[config.mk]
export PLATFORM = sky130hd
export DESIGN_NAME = reset_brownout_sequencer
export DESIGN_NICKNAME = d
export VERILOG_FILES = /design/src/rst_seq_pkg.sv /design/src/level_filter.sv /design/src/reset_brownout_sequencer.sv
export SDC_FILE = /design/constraint.sdc
export NUM_CORES = 1
export LEC_CHECK = 0
export ABC_AREA = 1
export BUFFER_PORTS_ARGS = -buffer_cell sky130_fd_sc_hd__buf_2
export CORE_MARGIN = 2
export CORE_UTILIZATION = 29
export CTS_BUF_LIST = sky130_fd_sc_hd__clkbuf_8 sky130_fd_sc_hd__clkbuf_16
export CTS_CLUSTER_DIAMETER = 50
export DETAILED_ROUTE_END_ITERATION = 6
export HOLD_SLACK_MARGIN = 0.1
export PLACE_DENSITY_LB_ADDON = 0.25
export SYNTH_ARGS = -nofsm -noshare
export SYNTH_HDL_FRONTEND = slang
export SYNTH_SLANG_ARGS = --single-unit
[constraint.sdc]
create_clock -name clk_sys_i -period 2 [get_ports clk_sys_i]
set_input_delay 0.2 -clock clk_sys_i [delete_from_list [all_inputs] [get_ports clk_sys_i]]
set_output_delay 0.2 -clock clk_sys_i [all_outputs]
set_load 0.03 [all_outputs]
[src/rst_seq_pkg.sv]
package rst_seq_pkg;
	// wake-up count of sequencer clocks once reset sources and oscillator hold clear, before flash init
	localparam int unsigned WAKE_CYCLES        = 32'd4096;
	localparam int unsigned WAKE_CNT_W         = 13;
	// glitch filter length on the external reset pin
	localparam int unsigned PIN_FILT_CYCLES    = 2;
	// brownout threshold figures in millivolts
	localparam int unsigned BROWNOUT_IRQ_MV    = 2950;
	localparam int unsigned BROWNOUT_RST_MV    = 2650;
	localparam int unsigned POR_TAKEOVER_MV    = 1000;
	// qualification count used as digital hysteresis on comparator edges
	localparam int unsigned HYST_CYCLES        = 8;
	localparam logic [3:0]  HYST_RST           = 4'h0;
	// vector map select encoding
	localparam logic        MAP_BOOT_ROM       = 1'b0;
	localparam logic        MAP_SRAM           = 1'b1;
	localparam logic [31:0] START_ADDR         = 32'h0000_0000;
	// clock source select encoding
	localparam logic [1:0]  CLKSRC_RC          = 2'h0;
	localparam logic [1:0]  CLKSRC_MAIN        = 2'h1;
	localparam logic [1:0]  CLKSRC_RTC         = 2'h2;
	typedef enum logic [1:0] {
		SEQ_HOLD,
		SEQ_WAKE,
		SEQ_FLASH,
		SEQ_RUN
	} seq_state_t;
endpackage

[src/level_filter.sv]
`timescale 1ns/1ps
`default_nettype none
module level_filter
#(
	parameter int unsigned COUNT = rst_seq_pkg::HYST_CYCLES
)(
	input  wire logic clk_sys_i,
	input  wire logic rst_b_i,
	input  wire logic en_i,
	input  wire logic raw_i,
	output logic      level_o
);
	import rst_seq_pkg::*;

	logic       s1_q;
	logic       s2_q;
	logic       lvl_q;
	logic       lvl_d;
	logic [3:0] cnt_q;
	logic [3:0] cnt_d;

	if (COUNT < 1 || COUNT > 15)
	begin : g_count_bad
		$error("level_filter COUNT out of range");
	end

	always_comb
	begin
		lvl_d = lvl_q;
		cnt_d = HYST_RST;
		if (s2_q != lvl_q)
		begin
			if (cnt_q == 4'(COUNT - 1))
				lvl_d = s2_q;
			else
				cnt_d = cnt_q + 4'h1;
		end
	end

	always_ff @(posedge clk_sys_i or negedge rst_b_i)
	begin
		if (!rst_b_i)
		begin
			s1_q  <= 1'b1;
			s2_q  <= 1'b1;
			lvl_q <= 1'b1;
			cnt_q <= HYST_RST;
		end
		else if (en_i)
		begin
			s1_q  <= raw_i;
			s2_q  <= s1_q;
			lvl_q <= lvl_d;
			cnt_q <= cnt_d;
		end
	end

	assign level_o = lvl_q;
endmodule
`default_nettype wire

[src/reset_brownout_sequencer.sv]
// What this block does
// - chip reset merges pin, watchdog, power-on and brownout low stage.
// - any reset source, once supply usable, restarts the wake-up timer.
// - hold reset until pin released, oscillator runs, count done, flash ready.
// - on release the processor starts at address zero via boot vectors.
// - peripheral and core registers sit at reset values before release.
// - supply below 2.95 V raises the brownout interrupt request.
// - interrupt gated by enable; level always readable as status.
// - supply below 2.65 V asserts chip reset, blocking flash writes.
// - brownout holds reset down to 1 V, then power-on detector holds.
// - both brownout thresholds are filtered with hysteresis.
// - map select chooses boot ROM or SRAM vectors at address zero.
// - after any chip reset the internal RC oscillator clocks the chip.
// - on chip reset the PLL is disabled and bypassed.
`timescale 1ns/1ps
`default_nettype none
module reset_brownout_sequencer
#(
	parameter int unsigned WAKE_COUNT = rst_seq_pkg::WAKE_CYCLES
)(
	input  wire logic       clk_sys_i,
	input  wire logic       rst_b_i,
	input  wire logic       ce_i,
	input  wire logic       ext_rst_b_i,
	input  wire logic       wdt_rst_i,
	input  wire logic       por_b_i,
	input  wire logic       vdd_ok_irq_i,
	input  wire logic       vdd_ok_rst_i,
	input  wire logic       osc_running_i,
	input  wire logic       flash_init_done_i,
	input  wire logic       brownout_irq_en_i,
	input  wire logic       map_sram_i,
	input  wire logic       map_wr_i,
	input  wire logic [1:0] clk_src_i,
	input  wire logic       clk_src_wr_i,
	input  wire logic       pll_en_i,
	input  wire logic       pll_connect_i,
	output logic            chip_rst_b_o,
	output logic            periph_rst_b_o,
	output logic            flash_init_start_o,
	output logic            flash_wr_block_o,
	output logic            cpu_start_o,
	output logic [31:0]     fetch_addr_o,
	output logic            vector_map_o,
	output logic            brownout_irq_o,
	output logic            brownout_status_o,
	output logic [1:0]      clk_src_o,
	output logic            pll_en_o,
	output logic            pll_connect_o
);
	import rst_seq_pkg::*;

	if (WAKE_COUNT < 1 || WAKE_COUNT >= (1 << WAKE_CNT_W))
	begin : g_wake_bad
		$error("WAKE_COUNT out of range");
	end

	logic ext_b_f;
	logic irq_ok_f;
	logic rst_ok_f;
	logic wdt_s1_q;
	logic wdt_s2_q;
	logic src_rst;

	level_filter #(.COUNT(PIN_FILT_CYCLES)) u_pin (
		.clk_sys_i (clk_sys_i),
		.rst_b_i   (rst_b_i),
		.en_i      (ce_i),
		.raw_i     (ext_rst_b_i),
		.level_o   (ext_b_f)
	);
	level_filter #(.COUNT(HYST_CYCLES)) u_irq_stage (
		.clk_sys_i (clk_sys_i),
		.rst_b_i   (rst_b_i),
		.en_i      (ce_i),
		.raw_i     (vdd_ok_irq_i),
		.level_o   (irq_ok_f)
	);
	level_filter #(.COUNT(HYST_CYCLES)) u_rst_stage (
		.clk_sys_i (clk_sys_i),
		.rst_b_i   (rst_b_i),
		.en_i      (ce_i),
		.raw_i     (vdd_ok_rst_i),
		.level_o   (rst_ok_f)
	);

	// por_b_i is the power-on detector, which owns reset below 1 V
	always_ff @(posedge clk_sys_i or negedge rst_b_i)
	begin
		if (!rst_b_i)
		begin
			wdt_s1_q <= 1'b0;
			wdt_s2_q <= 1'b0;
		end
		else if (ce_i)
		begin
			wdt_s1_q <= wdt_rst_i;
			wdt_s2_q <= wdt_s1_q;
		end
	end

	assign src_rst = !ext_b_f || wdt_s2_q || !por_b_i || !rst_ok_f;

	seq_state_t               st_q;
	seq_state_t               st_d;
	logic [WAKE_CNT_W-1:0]    cnt_q;
	logic [WAKE_CNT_W-1:0]    cnt_d;
	logic                     chip_b_d;
	logic                     start_d;

	always_comb
	begin
		st_d     = st_q;
		cnt_d    = cnt_q;
		chip_b_d = 1'b0;
		start_d  = 1'b0;
		case (st_q)
			SEQ_HOLD:
			begin
				cnt_d = '0;
				if (osc_running_i && ext_b_f)
					st_d = SEQ_WAKE;
			end
			SEQ_WAKE:
			begin
				if (!osc_running_i)
					st_d = SEQ_HOLD;
				else if (cnt_q == WAKE_CNT_W'(WAKE_COUNT - 1))
					st_d = SEQ_FLASH;
				else
					cnt_d = cnt_q + 1'b1;
			end
			SEQ_FLASH:
			begin
				if (flash_init_done_i)
				begin
					st_d     = SEQ_RUN;
					chip_b_d = 1'b1;
					start_d  = 1'b1;
				end
			end
			SEQ_RUN:
				chip_b_d = 1'b1;
			default:
				st_d = SEQ_HOLD;
		endcase
		if (src_rst)
		begin
			st_d     = SEQ_HOLD;
			cnt_d    = '0;
			chip_b_d = 1'b0;
			start_d  = 1'b0;
		end
	end

	always_ff @(posedge clk_sys_i or negedge rst_b_i)
	begin
		if (!rst_b_i)
		begin
			st_q           <= SEQ_HOLD;
			cnt_q          <= '0;
			chip_rst_b_o   <= 1'b0;
			periph_rst_b_o <= 1'b0;
			cpu_start_o    <= 1'b0;
		end
		else if (ce_i)
		begin
			st_q           <= st_d;
			cnt_q          <= cnt_d;
			chip_rst_b_o   <= chip_b_d;
			periph_rst_b_o <= chip_b_d;
			cpu_start_o    <= start_d;
		end
	end

	logic [1:0] src_d;
	logic       map_d;
	logic       pll_en_d;
	logic       pll_con_d;
	logic       held;

	assign held = !chip_rst_b_o;

	always_comb
	begin
		src_d     = clk_src_o;
		map_d     = vector_map_o;
		pll_en_d  = pll_en_i;
		pll_con_d = pll_connect_i && pll_en_i;
		if (clk_src_wr_i)
			src_d = clk_src_i;
		if (map_wr_i)
			map_d = map_sram_i ? MAP_SRAM : MAP_BOOT_ROM;
		if (held || !chip_b_d)
		begin
			src_d     = CLKSRC_RC;
			map_d     = MAP_BOOT_ROM;
			pll_en_d  = 1'b0;
			pll_con_d = 1'b0;
		end
	end

	always_ff @(posedge clk_sys_i or negedge rst_b_i)
	begin
		if (!rst_b_i)
		begin
			clk_src_o          <= CLKSRC_RC;
			vector_map_o       <= MAP_BOOT_ROM;
			pll_en_o           <= 1'b0;
			pll_connect_o      <= 1'b0;
			fetch_addr_o       <= START_ADDR;
			flash_init_start_o <= 1'b0;
			flash_wr_block_o   <= 1'b1;
			brownout_irq_o     <= 1'b0;
			brownout_status_o  <= 1'b0;
		end
		else if (ce_i)
		begin
			clk_src_o          <= src_d;
			vector_map_o       <= map_d;
			pll_en_o           <= pll_en_d;
			pll_connect_o      <= pll_con_d;
			fetch_addr_o       <= START_ADDR;
			flash_init_start_o <= (st_d == SEQ_FLASH);
			flash_wr_block_o   <= !chip_b_d;
			brownout_status_o  <= !irq_ok_f;
			brownout_irq_o     <= !irq_ok_f && brownout_irq_en_i;
		end
	end

	chk_reset_holds: assert property (@(posedge clk_sys_i) disable iff (!rst_b_i)
		ce_i && src_rst |=> !chip_rst_b_o)
		else $error("reset source did not hold chip reset");
	chk_flash_gate: assert property (@(posedge clk_sys_i) disable iff (!rst_b_i)
		ce_i && $rose(chip_rst_b_o) |-> $past(flash_init_done_i))
		else $error("release without flash ready");
	chk_wake_count: assert property (@(posedge clk_sys_i) disable iff (!rst_b_i)
		ce_i && st_q == SEQ_FLASH && $past(st_q) == SEQ_WAKE |-> $past(cnt_q) == WAKE_CNT_W'(WAKE_COUNT - 1))
		else $error("wake count wrong");
	chk_start_addr: assert property (@(posedge clk_sys_i) disable iff (!rst_b_i)
		cpu_start_o |-> fetch_addr_o == START_ADDR && chip_rst_b_o && vector_map_o == MAP_BOOT_ROM)
		else $error("bad start");
	chk_irq_gate: assert property (@(posedge clk_sys_i) disable iff (!rst_b_i)
		$past(ce_i) |-> brownout_irq_o == (brownout_status_o && $past(brownout_irq_en_i)))
		else $error("irq not status gated by enable");
	chk_brownout_rst: assert property (@(posedge clk_sys_i) disable iff (!rst_b_i)
		!rst_ok_f && ce_i |=> flash_wr_block_o && !chip_rst_b_o)
		else $error("brownout reset missing");
	chk_rc_on_reset: assert property (@(posedge clk_sys_i) disable iff (!rst_b_i)
		!chip_rst_b_o |-> clk_src_o == CLKSRC_RC)
		else $error("clock source not rc in reset");
	chk_pll_off: assert property (@(posedge clk_sys_i) disable iff (!rst_b_i)
		!chip_rst_b_o |-> !pll_en_o && !pll_connect_o)
		else $error("pll active in reset");
	chk_periph_rst: assert property (@(posedge clk_sys_i) disable iff (!rst_b_i)
		periph_rst_b_o == chip_rst_b_o)
		else $error("peripheral reset skew");
	cov_release: cover property (@(posedge clk_sys_i) $rose(chip_rst_b_o));
	cov_brownout_irq: cover property (@(posedge clk_sys_i) $rose(brownout_irq_o));
	cov_wdt: cover property (@(posedge clk_sys_i) chip_rst_b_o ##1 wdt_s2_q);
	cov_sram_map: cover property (@(posedge clk_sys_i) vector_map_o == MAP_SRAM);
endmodule
`default_nettype wire

# Yosys cells after proc, flatten, opt, wreduce, memory -nomap -nowiden
# Cells that the tools add are included.
[word_totals] wordCells=94 out_inout_bits=44 inputBits=18 regBits=49
[op_classes] n_reduce_logical=23 add_sub_neg=4 muxes=28 n_eq_ne=13
[op_table] cell="13-bit two-way mux" count=3
[op_table] cell="13-bit case mux with 2 select lines" count=1
[op_table] cell="4-bit two-way mux" count=6
[op_table] cell="2-bit two-way mux" count=7
[op_table] cell="13-bit by 1-bit adder with 13-bit output, second input constant" count=1
[op_table] cell="13-bit by 12-bit == test with 1-bit output, second input constant" count=1
[op_table] cell="4-bit by 1-bit adder with 4-bit output, second input constant" count=3
[op_table] cell="1-bit two-way mux" count=9
[op_table] cell="3-bit AND reduction" count=3
[op_table] cell="4-bit by 3-bit == test with 1-bit output, second input constant" count=2
[op_table] cell="2-bit == test, second input constant" count=3
[op_table] cell="1-bit logical NOT" count=6
[op_table] cell="3-bit != test, second input constant" count=2
[op_table] cell="2-bit case mux with 3 select lines" count=1
[op_table] cell="4-bit by 1-bit == test with 1-bit output, second input constant" count=1
[op_table] cell="1-bit logical OR" count=4
[op_table] cell="2-bit AND reduction" count=2
[op_table] cell="4-bit AND reduction" count=1
[op_table] cell="2-bit nonzero test" count=2
[op_table] cell="1-bit logical AND" count=3
[op_table] cell="1-bit != test" count=3
[op_table] cell="3-bit nonzero test" count=1
[op_table] cell="2-bit by 1-bit == test with 1-bit output, second input constant" count=1
[op_table] cell="2-bit logical NOT" count=1
[op_table] cell="1-bit case mux with 2 select lines" count=1

# Logic depth before layout (Yosys ltp)
[depth] word_depth=9 ltp_mapped=11

# Modules after synthesis
# From an unflattened synthesis, not the netlist that was laid out.
[hier_totals] hier_cells=375 area_unflattened_um2=2851.5
[modules_own_cells] module="reset_brownout_sequencer" cells_each=241 n_inst=1 area_each_um2=1775.5 seq_area_each_um2=701.9
[modules_own_cells] module="level_filter (u_irq_stage ...)" cells_each=44 n_inst=2 area_each_um2=357.8 seq_area_each_um2=178.9
[modules_own_cells] module="level_filter (u_pin)" cells_each=46 n_inst=1 area_each_um2=360.3 seq_area_each_um2=178.9

# Worst setup path after synthesis
# No wires, ideal clock.
[synth_path] path_type="flip-flop to flip-flop" startpoint="register cnt_q[0]" endpoint="register cnt_q[3]" n_path_buf=1 slack_ns=0.579 path_stages_with_launch=10 arrival_ns=1.305 path_cell_list="dfrtp_1 ha_1 nand3_2 nor2_4 nand2_2 nand2_2 a21oi_1 buf_2 nand2_1 nand2_1"
[synth_via] elab_chain_cells=5 word_cells_on_any_way=8 classes_between="1 x add/sub; 2 x eq/ne; 4 x mux; 1 x reduce/logical"
[synth_lines] item="start: declaration" line="reset_brownout_sequencer.sv:106" text="logic [WAKE_CNT_W-1:0] cnt_q;"
[synth_lines] item="start signal: assignment" line="reset_brownout_sequencer.sv:169" text="cnt_q <= cnt_d;"
[synth_lines] item="13-bit by 1-bit adder with 13-bit output" line="reset_brownout_sequencer.sv:131" text="cnt_d = cnt_q + 1'b1;"
[synth_lines] item="13-bit two-way mux" line="reset_brownout_sequencer.sv:128" text="else if (cnt_q == WAKE_CNT_W'(WAKE_COUNT - 1))"
[synth_lines] item="13-bit two-way mux" line="reset_brownout_sequencer.sv:126" text="if (!osc_running_i)"
[synth_lines] item="13-bit case mux with 2 select lines" line="reset_brownout_sequencer.sv:117" text="case (st_q)"
[synth_lines] item="13-bit two-way mux" line="reset_brownout_sequencer.sv:147" text="if (src_rst)"
# Parallel ways exist; a longest one is shown, timed or not. The select of a mux whose other input is x is not followed.
# A chain may end at the register's enable or synchronous reset.

# Final worst setup path
[layout_path] startpoint="register cnt_q[0]" endpoint="register cnt_q[6]"
# The elaborated chain is that of the path after synthesis.

==> impl_metrics.csv <==
group,metric,value,unit
timing,timing.fmax,585.0,MHz
timing,max-slew-margin-rel,57.25,%
floorplanning,dieArea,10470,um2
timing,worstMarginPinSlew,0.6412,ns
worst_setup_path,crit_path_end_kind,"flop",
synth,yosys_warnings,0,
cells_and_area,final_cell_area,3131,um2
timing,finalSetupTns,0,ns
floorplanning,fp-row-count,35,
floorplanning,fp.dieH,102.3,um
route,wl,5603,um
cells_and_area,area_growth,11.65,%
route,first_pass_iters,4,
cells_and_area,diodes,0,
timing,hold_viol_final,0,
placed_design,place_congestion,0.7505,
synth,avgSynthCellArea,7.682,um2
timing,period_minus_slack,1.709,ns
synth,synth_area,2804,um2
worst_setup_path,critPathMaxFanout,11,
clock_tree,cts_root_buf,"clkbuf_8",
cells_and_area,final_cells,529,
worst_setup_path,r2r_slack,0.29,ns
run_status,outcome,"complete, no violations",
timing,setup_viol,0,
grt,grt_pass1_vias,2174,
floorplanning,core_area,9328,um2
pwr,report.power.total,2.339,mW
worst_setup_path,worstPathArrival,1.96,ns
synth,yosysMostFrequentCell,"nand2_1",
timing,layout_setup_ws,0.2906,ns
route,final_antenna_net_count,0,
clock_tree,cts_tree,"built",
pwr,p_switching,714.4,uW
cells_and_area,drive_gt1_share,16.00,%
synth,synth.top_cells.by_count,"nand2_1, dfrtp_1, buf_4, inv_1, nand3_1",
synth,synth_seq_area_share,44.18,%
clock_tree,clk_latency,0.31,ns
clock_tree,cts_buffer_depth,2,
clock_tree,clkSinkCount,49,
cells_and_area,final_util,33.56,%
floorplanning,die_w,102.3,um
timing,hold_slack,0.1171,ns
pwr,seqPwrFrac,51.2,%
synth,synthTopCellsByArea,"dfrtp_1, nand2_1, dfstp_2, buf_4, nand3_1",
grt,grt_pass1_wl,9839,um
pwr,peakVddDrop,0.0004120,V
grt,antenna_found_initial,0,
route,drc,0,
timing,rsz0062_at_grt,"false",
grt,grt-ovfl-total,0,
grt,track_usage,11.58,%
pwr,power.leakage,1.588,nW
floorplanning,start_util,30.06,%
synth,yosysUniqueCellTypes,35,
placed_design,placedCellCount,516,
timing,skew,0.01008,ns
worst_setup_path,startpoint_type,"flop",
clock_tree,post_cts_buffers,0,
grt,grt_max_degree,50,
synth,synth_area_leader_cell,"dfrtp_1",
route,wl_per_cell,10.59,um
pwr,switching_share,30.55,%
clock_tree,cts-buffers-inserted,5,
synth,synth_edf_count,0,
placed_design,port_buffers,29,
synth,ys.flop_type,"dfrtp_1",
worst_setup_path,critical_path_required,2.25,ns
route,vias_per_cell,4.240,
synth,yosysTopAreaCellShare,34.81,%
pwr,clkPwrFrac,30.6,%
timing,post-route-period-util,85.47,%
synth,syn-instance-count,365,
worst_setup_path,path_class,"flop to flop",
route,via_count,2243,
placed_design,placed_area,2965,um2
cells_and_area,nets,422,
placed_design,hpwl,3919,um
synth,postSynth.asyncResetShare,100.0,%
cells_and_area,fillers,985,
synth,synth-seq-cells,49,
pwr,power.density,747.0,nW/um2
pwr,p_comb_share,18.2,%
pwr,p_int,1.624,mW
placed_design,pre_cts_slack,0.01869,ns
timing,slew_violations,0,
clock_tree,htree_levels,2,
clock_tree,clkTransAtPathRegs,0.10,ns
floorplanning,io_pins,62,
hold_path,hold_path_class,"input port to flop",
flow_run,cap_violations,0,
route,drt_iter0_markers,136,
-- power by group through the flow --
stage	Clock, mW	Combinational, mW	Sequential [mW]
floorplan	0	0.358	1.22
global placement	0	0.420	1.21
detailed placement	0	0.425	1.22
CTS	0.744	0.433	1.20
global route	0.786	0.495	1.21
finish	0.716	0.426	1.20
-- cells by family after synthesis --
family / count (synthesis) / synth area share [%]
xor+xnor: 6 / 1.875
flops: 49 / 44.18
buf+inv: 76 / 14.95
mux: 2 / 0.7140
fa+ha+maj: 5 / 2.231
other cells: 1 / 0.1337
simple gates: 191 / 29.27
compound gates: 35 / 6.649
-- cells in the final DEF, fill, tap and decap left out, types with 6 or more instances in the layout --
master   count
o21ai_0     16
dfstp_2     10
nand3_1     25
nor2_1      24
dfrtp_1     39
nand4_1      6
a21oi_1      7
buf_2       29
nand2_1    120
conb_1      32
inv_1       31
-- cell type report --
class / instances / area (um2) / share of cell area (%)
clock buffers: 5 / 68.82 / 2.198
clock inverters: 3 / 42.54 / 1.359
inverters: 34 / 127.6 / 4.077
multi-input cells: 271 / 1266 / 40.45
flip-flops and latches: 49 / 1239 / 39.57
well taps: 129 / 161.4 / 5.156
repair buffers: 38 / 225.2 / 7.194
-- repair_timing --
action,in CTS,in global routing
resized for setup,1,0
setup endpoints to repair,3,0
hold buffers,5,0
endpoints found under the hold margin,43,0
-- worst max-delay path: stages (launching register included) --
cell and delay, ns:
dfrtp_1 0.42, ha_1 0.26, nand3_2 0.13, nor2_4 0.06, nand2_2 0.08, nand2_2 0.07, a21oi_2 0.45, nand2_1 0.11
nand2_1 0.08
-- path summary, 6_finish.rpt --
| check | startpoint | endpoint | cells after the start |
|---|---|---|---|
| max | cnt_q[0] | cnt_q[6] | 8 |
| min | brownout_irq_en_i | brownout_irq_o | 3 |
| max reg2reg | cnt_q[0] | cnt_q[6] | 8 |
| min reg2reg | u_rst_stage.s1_q | u_rst_stage.s1_q | 2 |
| max in group asynchronous | rst_b_i | cnt_q[4] | 3 |
| min in group asynchronous | rst_b_i | vector_map_o | 3 |
-- sequential cells by signal (all words and copies together), names as in the netlist, 2 cells and up --
name and flops:
u_pin.cnt_q 4, st_q 2, u_irq_stage.cnt_q 4, cnt_q 13
u_rst_stage.cnt_q 4, clk_src_o 2
-- metal layers --
metal	track usage [%]	vias up	part of all wire (%)
met1	15.47	1045	50
met5	0	-	0
li1	-	1151	-
met2	19.79	40	46
met4	2.667	0	0.96
met3	1.847	7	3.2
No activity file was read; power rests on OpenSTA's default activity.
